## config.mk

```make
export PLATFORM = sky130hd
export DESIGN_NAME = ldc_core
export DESIGN_NICKNAME = d
export VERILOG_FILES = /design/src/shared/ldc_pkg.sv /design/src/core/ldc_core.sv /design/src/core/ldc_sync.sv
export SDC_FILE = /design/constraint.sdc
export NUM_CORES = 2
export LEC_CHECK = 0
export BUFFER_PORTS_ARGS = -buffer_cell sky130_fd_sc_hd__buf_4
export CAP_MARGIN = 20
export CELL_PAD_IN_SITES_DETAIL_PLACEMENT = 0
export CELL_PAD_IN_SITES_GLOBAL_PLACEMENT = 2
export CORE_MARGIN = 1
export CORE_UTILIZATION = 46
export DETAILED_ROUTE_END_ITERATION = 8
export PLACE_DENSITY_LB_ADDON = 0.2
export SYNTH_ARGS = -nofsm -noshare
export SYNTH_HDL_FRONTEND = slang
export SYNTH_SLANG_ARGS = --single-unit
```

## constraint.sdc

```tcl
create_clock -name pclk -period 5.45 [get_ports pclk]
set_input_delay 0.2725 -clock pclk [delete_from_list [all_inputs] [get_ports pclk]]
set_output_delay 0.2725 -clock pclk [all_outputs]
set_load 0.005 [all_outputs]
```

## src/shared/ldc_pkg.sv

```systemverilog
/*
  Shared constants, types and helper functions for the LED driver
  control core: sizes, timing figures and the APB register map.
  Assumes a single 40 MHz system clock.
*/
package ldc_pkg;

  localparam int NCH   = 16;
  localparam int GSW   = 12;
  localparam int DCW   = 6;
  localparam int SR_GS = 192;
  localparam int SR_DC = 96;

  localparam int CLK_NS         = 25;
  localparam int OPEN_DET_NS    = 1000;
  localparam int STEP_NS        = 20;
  localparam int SHORT_BLANK_NS = 300;

  // Least times round up, longest times round down
  localparam int OPEN_DET_CYC = (OPEN_DET_NS + CLK_NS - 1) / CLK_NS;
  localparam int STEP_CYC     = (STEP_NS + CLK_NS - 1) / CLK_NS;
  localparam int SHORT_CYC    = SHORT_BLANK_NS / CLK_NS;
  localparam int DLY_DEPTH    = (NCH - 1) * STEP_CYC + 1;
  localparam int ODW          = $clog2(OPEN_DET_CYC + 1);
  localparam int TLW          = $clog2(DLY_DEPTH + 1);
  localparam int BLW          = $clog2(SHORT_CYC + 1);

  localparam int SID_TEF_BIT = 16;
  localparam int SID_DC_LSB  = 24;

  localparam logic [GSW-1:0]   GS_MAX   = 12'hFFF;
  localparam logic [SR_DC-1:0] EE_RESET = 96'hFFFF_FFFF_FFFF_FFFF_FFFF_FFFF;

  localparam logic [7:0] ADDR_CTRL  = 8'h00;
  localparam logic [7:0] ADDR_STAT  = 8'h04;
  localparam logic [7:0] ADDR_GSCNT = 8'h08;

  localparam int         CTRL_BLANK_BIT = 0;
  localparam int         CTRL_LODEN_BIT = 1;
  localparam logic [1:0] CTRL_RESET     = 2'h2;
  localparam int         STAT_TEF_BIT   = 16;
  localparam int         STAT_BLANK_BIT = 17;
  localparam int         STAT_MODE_LSB  = 18;

  typedef enum logic [1:0] {
    LDC_PROGRAM_VOLTAGE_SELECT_GND  = 2'b00,
    LDC_PROGRAM_VOLTAGE_SELECT_VCC  = 2'b01,
    LDC_PROGRAM_VOLTAGE_SELECT_PROG = 2'b10,
    LDC_PROGRAM_VOLTAGE_SELECT_BAD  = 2'b11
  } ldc_program_voltage_select_t;

  function automatic logic [GSW-1:0] gs_field(input logic [SR_GS-1:0] w, input int n);
    gs_field = w[n*GSW +: GSW];
  endfunction

endpackage

```

## src/core/ldc_core.sv

```systemverilog
/*
  Control core of a 16-channel LED sink driver: serial input and status
  shift register, grayscale counter, staggered channel switching, blanking,
  open-LED and thermal error reporting, mode select and an APB control port.
  Assumes all pin inputs are asynchronous to pclk and slow against 40 MHz.
*/
// Behaviour
// - Error pin pulls low when thermal flag or any open-LED flag is set.
// - While blanked, open-LED flags do not reach the error pin.
// - Thermal flag follows the over-temperature sense; error pin follows.
// - Thermal flag is readable in the status word.
// - Open-LED flag needs channel on, detect delay elapsed, output voltage low.
// - Open-LED status is shifted out on serial data out.
// - Status word captures flags at latch strobe falling edge.
// - Channel n switches n fixed steps after channel 0.
// - The stagger applies to both turn-on and turn-off.
// - Blank forces all sixteen channels off, except during the tail after a short blank-low pulse.
// - Blank clears the grayscale counter.
// - Without blank, channels follow grayscale and dot correction.
// - Short blank-low pulse still gives each channel min(grayscale, low time).
// - Two select inputs choose shift length and correction source.
// - Programming level plus source select writes correction into EEPROM.
// - Data shifts in MSB first on shift clock rise; latch strobe transfers it.
// - Status bits 0-15 hold open-LED flags, bit 16 the thermal flag.
module ldc_core (
  // APB
  input  wire logic                    pclk,
  input  wire logic                    presetn,
  input  wire logic                    psel,
  input  wire logic                    penable,
  input  wire logic                    pwrite,
  input  wire logic [7:0]              paddr,
  input  wire logic [31:0]             pwdata,
  output logic      [31:0]             prdata,
  output logic                         pready,
  output logic                         pslverr,
  // Host pins
  input  wire logic                    shift_clk,
  input  wire logic                    serial_data_in,
  input  wire logic                    latch_strobe,
  input  wire logic                    output_blank,
  input  wire logic [1:0]              program_voltage_select,
  input  wire logic                    dc_source_select,
  input  wire logic                    gs_clk,
  output logic                         serial_data_out,
  // Analog sense
  input  wire logic                    over_temp,
  input  wire logic [ldc_pkg::NCH-1:0] chan_low_volt,
  // Driver outputs
  output logic      [ldc_pkg::NCH-1:0]   channel_output,
  output logic      [ldc_pkg::SR_DC-1:0] channel_dc,
  output logic                           error_out_o,
  output logic                           error_out_oe_n
);
  import ldc_pkg::*;

  localparam int SW = NCH + 9;

  logic [SW-1:0]     raw_w;
  logic [SW-1:0]     syn_w;
  logic              sclk_s;
  logic              sin_s;
  logic              lat_s;
  logic              blank_pin_s;
  ldc_program_voltage_select_t         program_voltage_select_s;
  logic              dc_source_select_s;
  logic              gsclk_s;
  logic              otemp_s;
  logic [NCH-1:0]    lowv_s;

  logic              sclk_d_r;
  logic              lat_d_r;
  logic              gsclk_d_r;
  logic              dc_source_select_d_r;
  logic              blank_d_r;
  logic              sclk_rise;
  logic              lat_rise;
  logic              lat_fall;
  logic              gsclk_rise;
  logic              dc_source_select_rise;
  logic              blank_rise;

  logic [1:0]        ctrl_r;
  logic              blank;
  logic              gs_mode;
  logic              dc_mode;
  logic              prog_mode;

  logic [SR_GS-1:0]  sr_r;
  logic [SR_GS-1:0]  sid_w;
  logic [SR_GS-1:0]  gs_r;
  logic [SR_DC-1:0]  dc_r;
  logic [SR_DC-1:0]  ee_r;
  logic [SR_DC-1:0]  dc_act;

  logic [GSW-1:0]    gs_cnt_r;
  logic [NCH-1:0]    on_req;
  logic [NCH-1:0]    dly_r [DLY_DEPTH];
  logic [NCH-1:0]    chan_dly;
  logic [BLW-1:0]    blank_low_r;
  logic [TLW-1:0]    tail_r;
  logic              tail_act;
  logic              short_end;
  logic              force_off;

  logic [ODW-1:0]    on_cnt_r [NCH];
  logic [NCH-1:0]    lod_r;
  logic              tef_r;
  logic              lod_unmasked;

  logic              apb_acc;
  logic              apb_fire;
  logic              addr_ok;
  logic [31:0]       rd_mux;

  // Every pin crosses into pclk before use; shift_clk and gs_clk are sampled
  assign raw_w = {chan_low_volt, over_temp, gs_clk, dc_source_select,
                  program_voltage_select, output_blank, latch_strobe,
                  serial_data_in, shift_clk};

  ldc_sync #(.W(SW)) u_sync (
    .clk   (pclk),
    .rst_n (presetn),
    .d     (raw_w),
    .q     (syn_w)
  );

  assign sclk_s      = syn_w[0];
  assign sin_s       = syn_w[1];
  assign lat_s       = syn_w[2];
  assign blank_pin_s = syn_w[3];
  assign program_voltage_select_s      = ldc_program_voltage_select_t'(syn_w[5:4]);
  assign dc_source_select_s     = syn_w[6];
  assign gsclk_s     = syn_w[7];
  assign otemp_s     = syn_w[8];
  assign lowv_s      = syn_w[SW-1:9];

  always_ff @(posedge pclk or negedge presetn) begin
    if (!presetn) begin
      sclk_d_r  <= 1'b0;
      lat_d_r   <= 1'b0;
      gsclk_d_r <= 1'b0;
      dc_source_select_d_r <= 1'b0;
      blank_d_r <= 1'b1;
    end else begin
      sclk_d_r  <= sclk_s;
      lat_d_r   <= lat_s;
      gsclk_d_r <= gsclk_s;
      dc_source_select_d_r <= dc_source_select_s;
      blank_d_r <= blank;
    end
  end

  assign sclk_rise  = sclk_s & ~sclk_d_r;
  assign lat_rise   = lat_s & ~lat_d_r;
  assign lat_fall   = ~lat_s & lat_d_r;
  assign gsclk_rise = gsclk_s & ~gsclk_d_r;
  assign dc_source_select_rise = dc_source_select_s & ~dc_source_select_d_r;
  assign blank_rise = blank & ~blank_d_r;

  // Illegal select code is treated as grayscale mode
  assign dc_mode   = (program_voltage_select_s == LDC_PROGRAM_VOLTAGE_SELECT_VCC);
  assign prog_mode = (program_voltage_select_s == LDC_PROGRAM_VOLTAGE_SELECT_PROG);
  assign gs_mode   = ~dc_mode & ~prog_mode;
  assign blank     = blank_pin_s | ctrl_r[CTRL_BLANK_BIT];

  // Status word image
  always_comb begin
    sid_w = '0;
    sid_w[NCH-1:0] = lod_r;
    sid_w[SID_TEF_BIT] = tef_r;
    sid_w[SID_DC_LSB +: SR_DC] = dc_act;
  end

  // Shifting is held off while the strobe is high, since the correction latch dc_r is transparent then
  always_ff @(posedge pclk or negedge presetn) begin
    if (!presetn) begin
      sr_r <= '0;
    end else if (lat_fall && gs_mode) begin
      sr_r <= sid_w;
    end else if (sclk_rise && !lat_s) begin
      sr_r <= {sr_r[SR_GS-2:0], sin_s};
    end
  end

  always_ff @(posedge pclk or negedge presetn) begin
    if (!presetn) begin
      serial_data_out <= 1'b0;
    end else begin
      serial_data_out <= dc_mode ? sr_r[SR_DC-1] : sr_r[SR_GS-1];
    end
  end

  always_ff @(posedge pclk or negedge presetn) begin
    if (!presetn) begin
      gs_r <= '0;
    end else if (gs_mode && lat_rise) begin
      gs_r <= sr_r;
    end
  end

  always_ff @(posedge pclk or negedge presetn) begin
    if (!presetn) begin
      dc_r <= '0;
    end else if (dc_mode && lat_s) begin
      dc_r <= sr_r[SR_DC-1:0];
    end
  end

  // Non-volatile store starts from its erased default of all ones
  always_ff @(posedge pclk or negedge presetn) begin
    if (!presetn) begin
      ee_r <= EE_RESET;
    end else if (prog_mode && dc_source_select_rise) begin
      ee_r <= dc_r;
    end
  end

  assign dc_act = dc_source_select_s ? dc_r : ee_r;

  always_ff @(posedge pclk or negedge presetn) begin
    if (!presetn) begin
      channel_dc <= '0;
    end else begin
      channel_dc <= dc_act;
    end
  end

  always_ff @(posedge pclk or negedge presetn) begin
    if (!presetn) begin
      gs_cnt_r <= '0;
    end else if (blank) begin
      gs_cnt_r <= '0;
    end else if (gsclk_rise && gs_cnt_r != GS_MAX) begin
      gs_cnt_r <= gs_cnt_r + 12'h001;
    end
  end

  always_comb begin
    for (int n = 0; n < NCH; n++) begin
      on_req[n] = ~blank && gs_cnt_r != '0 && gs_cnt_r != GS_MAX &&
                  gs_cnt_r <= gs_field(gs_r, n);
    end
  end

  // One pipeline shared by all channels; each taps its own depth
  always_ff @(posedge pclk or negedge presetn) begin
    if (!presetn) begin
      for (int k = 0; k < DLY_DEPTH; k++) begin
        dly_r[k] <= '0;
      end
    end else begin
      dly_r[0] <= on_req;
      for (int k = 1; k < DLY_DEPTH; k++) begin
        dly_r[k] <= dly_r[k-1];
      end
    end
  end

  always_comb begin
    for (int n = 0; n < NCH; n++) begin
      chan_dly[n] = dly_r[n*STEP_CYC][n];
    end
  end

  always_ff @(posedge pclk or negedge presetn) begin
    if (!presetn) begin
      blank_low_r <= '0;
    end else if (blank) begin
      blank_low_r <= '0;
    end else if (blank_low_r != BLW'(SHORT_CYC)) begin
      blank_low_r <= blank_low_r + 1'b1;
    end
  end

  // After a short low pulse the late channels still play out their slice
  always_ff @(posedge pclk or negedge presetn) begin
    if (!presetn) begin
      tail_r <= '0;
    end else if (short_end) begin
      tail_r <= TLW'(DLY_DEPTH);
    end else if (tail_r != '0) begin
      tail_r <= tail_r - 1'b1;
    end
  end

  // The rise that ends a short pulse must not cut the last slice of channel 0
  assign short_end = blank_rise && blank_low_r != '0 && blank_low_r < BLW'(SHORT_CYC);
  assign tail_act  = (tail_r != '0);
  assign force_off = blank & ~tail_act & ~short_end;

  always_ff @(posedge pclk or negedge presetn) begin
    if (!presetn) begin
      channel_output <= '0;
    end else if (force_off) begin
      channel_output <= '0;
    end else begin
      channel_output <= chan_dly;
    end
  end

  always_ff @(posedge pclk or negedge presetn) begin
    if (!presetn) begin
      for (int n = 0; n < NCH; n++) begin
        on_cnt_r[n] <= '0;
      end
    end else begin
      for (int n = 0; n < NCH; n++) begin
        if (!channel_output[n]) begin
          on_cnt_r[n] <= '0;
        end else if (on_cnt_r[n] != ODW'(OPEN_DET_CYC)) begin
          on_cnt_r[n] <= on_cnt_r[n] + 1'b1;
        end
      end
    end
  end

  always_ff @(posedge pclk or negedge presetn) begin
    if (!presetn) begin
      lod_r <= '0;
    end else begin
      for (int n = 0; n < NCH; n++) begin
        lod_r[n] <= channel_output[n] && lowv_s[n] &&
                    on_cnt_r[n] == ODW'(OPEN_DET_CYC);
      end
    end
  end

  always_ff @(posedge pclk or negedge presetn) begin
    if (!presetn) begin
      tef_r <= 1'b0;
    end else begin
      tef_r <= otemp_s;
    end
  end

  assign lod_unmasked = (|lod_r) & ~blank & ctrl_r[CTRL_LODEN_BIT];

  // Pin is only ever pulled low; the pull-up lives outside
  always_ff @(posedge pclk or negedge presetn) begin
    if (!presetn) begin
      error_out_o    <= 1'b0;
      error_out_oe_n <= 1'b1;
    end else begin
      error_out_o    <= 1'b0;
      error_out_oe_n <= ~(tef_r | lod_unmasked);
    end
  end

  // APB slave: one wait state, registered answer
  assign apb_acc  = psel & penable;
  assign apb_fire = apb_acc & pready;
  assign addr_ok  = (paddr == ADDR_CTRL) || (paddr == ADDR_STAT) ||
                    (paddr == ADDR_GSCNT);

  always_comb begin
    rd_mux = '0;
    unique case (paddr)
      ADDR_CTRL:  rd_mux[1:0] = ctrl_r;
      ADDR_STAT: begin
        rd_mux[NCH-1:0] = lod_r;
        rd_mux[STAT_TEF_BIT] = tef_r;
        rd_mux[STAT_BLANK_BIT] = blank;
        rd_mux[STAT_MODE_LSB +: 2] = program_voltage_select_s;
      end
      ADDR_GSCNT: rd_mux[GSW-1:0] = gs_cnt_r;
      default:    rd_mux = '0;
    endcase
  end

  always_ff @(posedge pclk or negedge presetn) begin
    if (!presetn) begin
      pready  <= 1'b0;
      pslverr <= 1'b0;
      prdata  <= '0;
    end else if (apb_acc && !pready) begin
      pready  <= 1'b1;
      pslverr <= ~addr_ok;
      prdata  <= pwrite ? 32'h0000_0000 : rd_mux;
    end else begin
      pready  <= 1'b0;
      pslverr <= 1'b0;
    end
  end

  always_ff @(posedge pclk or negedge presetn) begin
    if (!presetn) begin
      ctrl_r <= CTRL_RESET;
    end else if (apb_fire && pwrite && paddr == ADDR_CTRL) begin
      ctrl_r <= pwdata[1:0];
    end
  end
endmodule

```

## src/core/ldc_sync.sv

```systemverilog
/*
  Two-flop synchroniser for a bundle of independent level inputs.
  Assumes each bit is a slow level or is oversampled by the caller.
*/
module ldc_sync #(
  parameter int W = 1
) (
  // Clock and reset
  input  wire logic         clk,
  input  wire logic         rst_n,
  // Data
  input  wire logic [W-1:0] d,
  output logic      [W-1:0] q
);

  logic [W-1:0] meta_r;

  always_ff @(posedge clk or negedge rst_n) begin
    if (!rst_n) begin
      meta_r <= '0;
      q      <= '0;
    end else begin
      meta_r <= d;
      q      <= meta_r;
    end
  end

endmodule

```

==> results.md <==
* Max FO, Critical Path at 12
* Layout cells sized above 1 at 0.276
* FMAX at 0.316 GHz
* First-pass GRT wire length at 161000 um
* Critical path class: reg2reg
* Gpl congestion at 0.784
* Cell count of the worst hold path at 4
* CTS tree: done
* Sw Ratio at 0.228
* Vias per cell at 5.32
* Syn_area_per_cell at 12.9 um2
* Element type at the critical path end: flop
* Element type at the critical path start: flop
* IO Pins at 219
* Sw power at 3.87 mW
* Reg2reg path depth at 5
* Max Root-Sink Buffers at 3
* DIE AREA at 95000 um2
* Status: complete, no violations
* Unique cell type count in the Yosys netlist at 56
* Arr. time, crit path at 3.71 ns
* HPWL Detailed at 63300 um
* Post-synth ARST share at 1.00
* GRT overflow at 0
* Final hold violation count at 0
* Synthesized area at 43100 um2
* Top-area cell type share of the netlist area at 0.545
* Final wirelength at 101000 um
* Final ANT Viol Nets at 0
* Routed wire length per instance at 20.6 um
* Worst Path Required at 6.00 ns
* Cts repair resizes at 0
* Root buffer cell: clkbuf_16
* Clk pwr share at 0.467
* Hold Path End: prdata[1]$_DFFE_PN0P_
* Area growth from synthesis to layout at 16.4%
* Post-synth EDFFs at 0
* PD cells at 339 nW/um2
* Combinational group share of total power at 0.054
* Final Total Pwr at 17.0 mW
* CTS Buf Count at 108
* Finished Layout Cells at 4913
* Sequential element share of the synthesized area at 0.606
* Cell Int Power at 13.2 mW
* Antenna violations before repair at 1
* Count of state elements after synthesis at 1039
* Drt drc at 0
* Largest net degree at the start of global routing at 176
* Clock sinks at 1039
* Clock H-tree levels at 3
* Hold Path Class: in2reg
* Synth Flop Type: dfrtp_1
* Nets at 3877
* YS warnings at 0
* Min Tclk post-route at 3.16 ns
* Core Box Area at 92200 um2
* Crit share post-route at 0.580
* Vias in the first global route at 27700
* WHS at 0.0874 ns
* Clk pin slew, worst setup/hold paths at 0.06 ns
* Leading post-synthesis cells by cell area: dfrtp_1, mux2_2, ha_1, dfstp_2, nand2_1
* Post-Syn Instances at 3333
* RSZ-0062 raised after global routing: no
* Setup TNS Final at 0 ns
* Max-slew headroom at 0.247
* Iteration-0 DRC Markers at 1683
* Clk_skew at 0.0327 ns
* Overall global routing resource usage at 0.220
* Hold path start: paddr[2]
* FF-to-FF Start: gs_cnt_r[1]$_DFFE_PN0P_
* Most common cell after layout, fill and taps aside: dfrtp_1
* Placed Instances at 4671
* Area leader, netlist: dfrtp_1
* Worst-Skew Late Latency at 0.70 ns
* Routed via count at 26200
* End of the worst register-to-register path: dly_r[245]$_DFF_PN0_
* Max IR drop VDD at 273 uV
* Pleak at 24.8 nW
* Most frequent cells in the layout: dfrtp_1, mux2_2, nand2_1
* Initial Utilization at 0.468
* R2r setup slk at 2.29 ns
* Port-buffer cells at 175
* Die Ht at 308 um
* Number of max-cap violations at 0
* Num rows at 111
* Final setup fails at 0
* Pins over their slew limit at 0
* DR pass1 iterations at 6
* Worst-margin pin slew at 1.13 ns
* Reg power frac at 0.479
* Die Wd at 308 um
==> worst max-delay path: stages (launching register included) <==
cell and delay [ns]:
dfrtp_1 0.93, ha_1 0.32, nand3_1 0.22, o311ai_2 0.98, buf_4 0.44, a311oi_1 0.12
==> synthesized netlist by cell type, types with 57 or more instances <==
| library cell | count |
|---|---|
| dfrtp_1 | 940 |
| mux2_2 | 484 |
| nand2_1 | 304 |
| inv_1 | 258 |
| ha_1 | 232 |
| nor2_1 | 111 |
| a22oi_1 | 106 |
| dfstp_2 | 99 |
| a21oi_1 | 92 |
| a22o_1 | 87 |
| xnor2_1 | 70 |
| nand3_1 | 67 |
| nand4_1 | 57 |
==> registers in the layout (all words and copies together), names as in the netlist, 16 cells and up <==
register and flops:
u_sync.q 25, u_sync.meta_r 25, prdata 20, gs_r 192
channel_output 16, ee_r 96, channel_dc 96, sr_r 192
on_cnt_r 96, lod_r 16, dly_r 120, chan_dly 16
dc_r 96
==> routing by layer <==
layer  share of wire  wire (um)  global-route usage  vias to the layer above
met1            0.46      46400               0.301                    13500
met2            0.48      48300               0.359                      463
li1                -          -                   -                    12000
met3           0.035       3590              0.0324                      170
met5               0          0                   0                        -
met4           0.031       3170              0.0729                        0
==> how the worst max path moves through the flow <==
| stage | start | to | slack, ns |
|---|---|---|---|
| final | gs_cnt_r[1]$_DFFE_PN0P_ | dly_r[245]$_DFF_PN0_ | 2.29 |
| after global routing | gs_cnt_r[1]$_DFFE_PN0P_ | dly_r[246]$_DFF_PN0_ | 2.21 |
| after CTS | gs_cnt_r[1]$_DFFE_PN0P_ | dly_r[245]$_DFF_PN0_ | 2.26 |
| after detailed placement | gs_cnt_r[1]$_DFFE_PN0P_ | dly_r[245]$_DFF_PN0_ | 2.29 |
| after global placement | gs_cnt_r[1]$_DFFE_PN0P_ | dly_r[245]$_DFF_PN0_ | 2.35 |
| after floorplan | gs_cnt_r[1]$_DFFE_PN0P_ | dly_r[244]$_DFF_PN0_ | 3.44 |
==> kinds of logic after synthesis <==
kind of cell / count (synthesis) / synth area share
AOI/OAI and AO/OA: 403 / 0.0680
xor gates and xnor gates: 89 / 0.0181
adders and majority gates: 232 / 0.0673
buffers and inverters: 386 / 0.0363
DFF: 1039 / 0.606
muxes: 490 / 0.128
other: 1 / 0.0000869
and+or+nand+nor: 693 / 0.0769
==> final cells by class <==
cell class,instances,area [um2]
flip-flops and latches,1039,26100
clock buffers,143,3080
diodes,1,2.50
clock inverters,61,833
fillers,7790,42000
inverters,259,972
repair buffers,247,2110
well taps,1243,1560
multi-input cells,1920,15500
==> through the flow <==
| stage | instance area [um2] | util | setup WS, ns |
|---|---|---|---|
| global route | 50200 | 0.545 | 2.21 |
| global placement | 45900 | 0.498 | 2.35 |
| detailed placement | 45900 | 0.498 | 2.29 |
| finish | 50200 | 0.545 | 2.29 |
| floorplan | 43200 | - | 3.44 |
| CTS | 50200 | 0.544 | 2.26 |
==> what timing repair did <==
| action | 4_1_cts | 5_1_grt |
|---|---|---|
| hold buffers | 35 | 0 |
| setup buffers | 0 | 0 |
| hold endpoints to repair | 111 | 0 |
==> power groups by stage <==
stage	clock network (mW)	logic (mW)	registers, mW
floorplan	0	0.516	8.22
global placement	0	0.889	8.28
detailed placement	0	0.922	8.29
CTS	8.14	0.944	8.16
global route	8.43	1.04	8.18
finish	7.94	0.926	8.16
No activity file was read; power rests on OpenSTA's default activity.
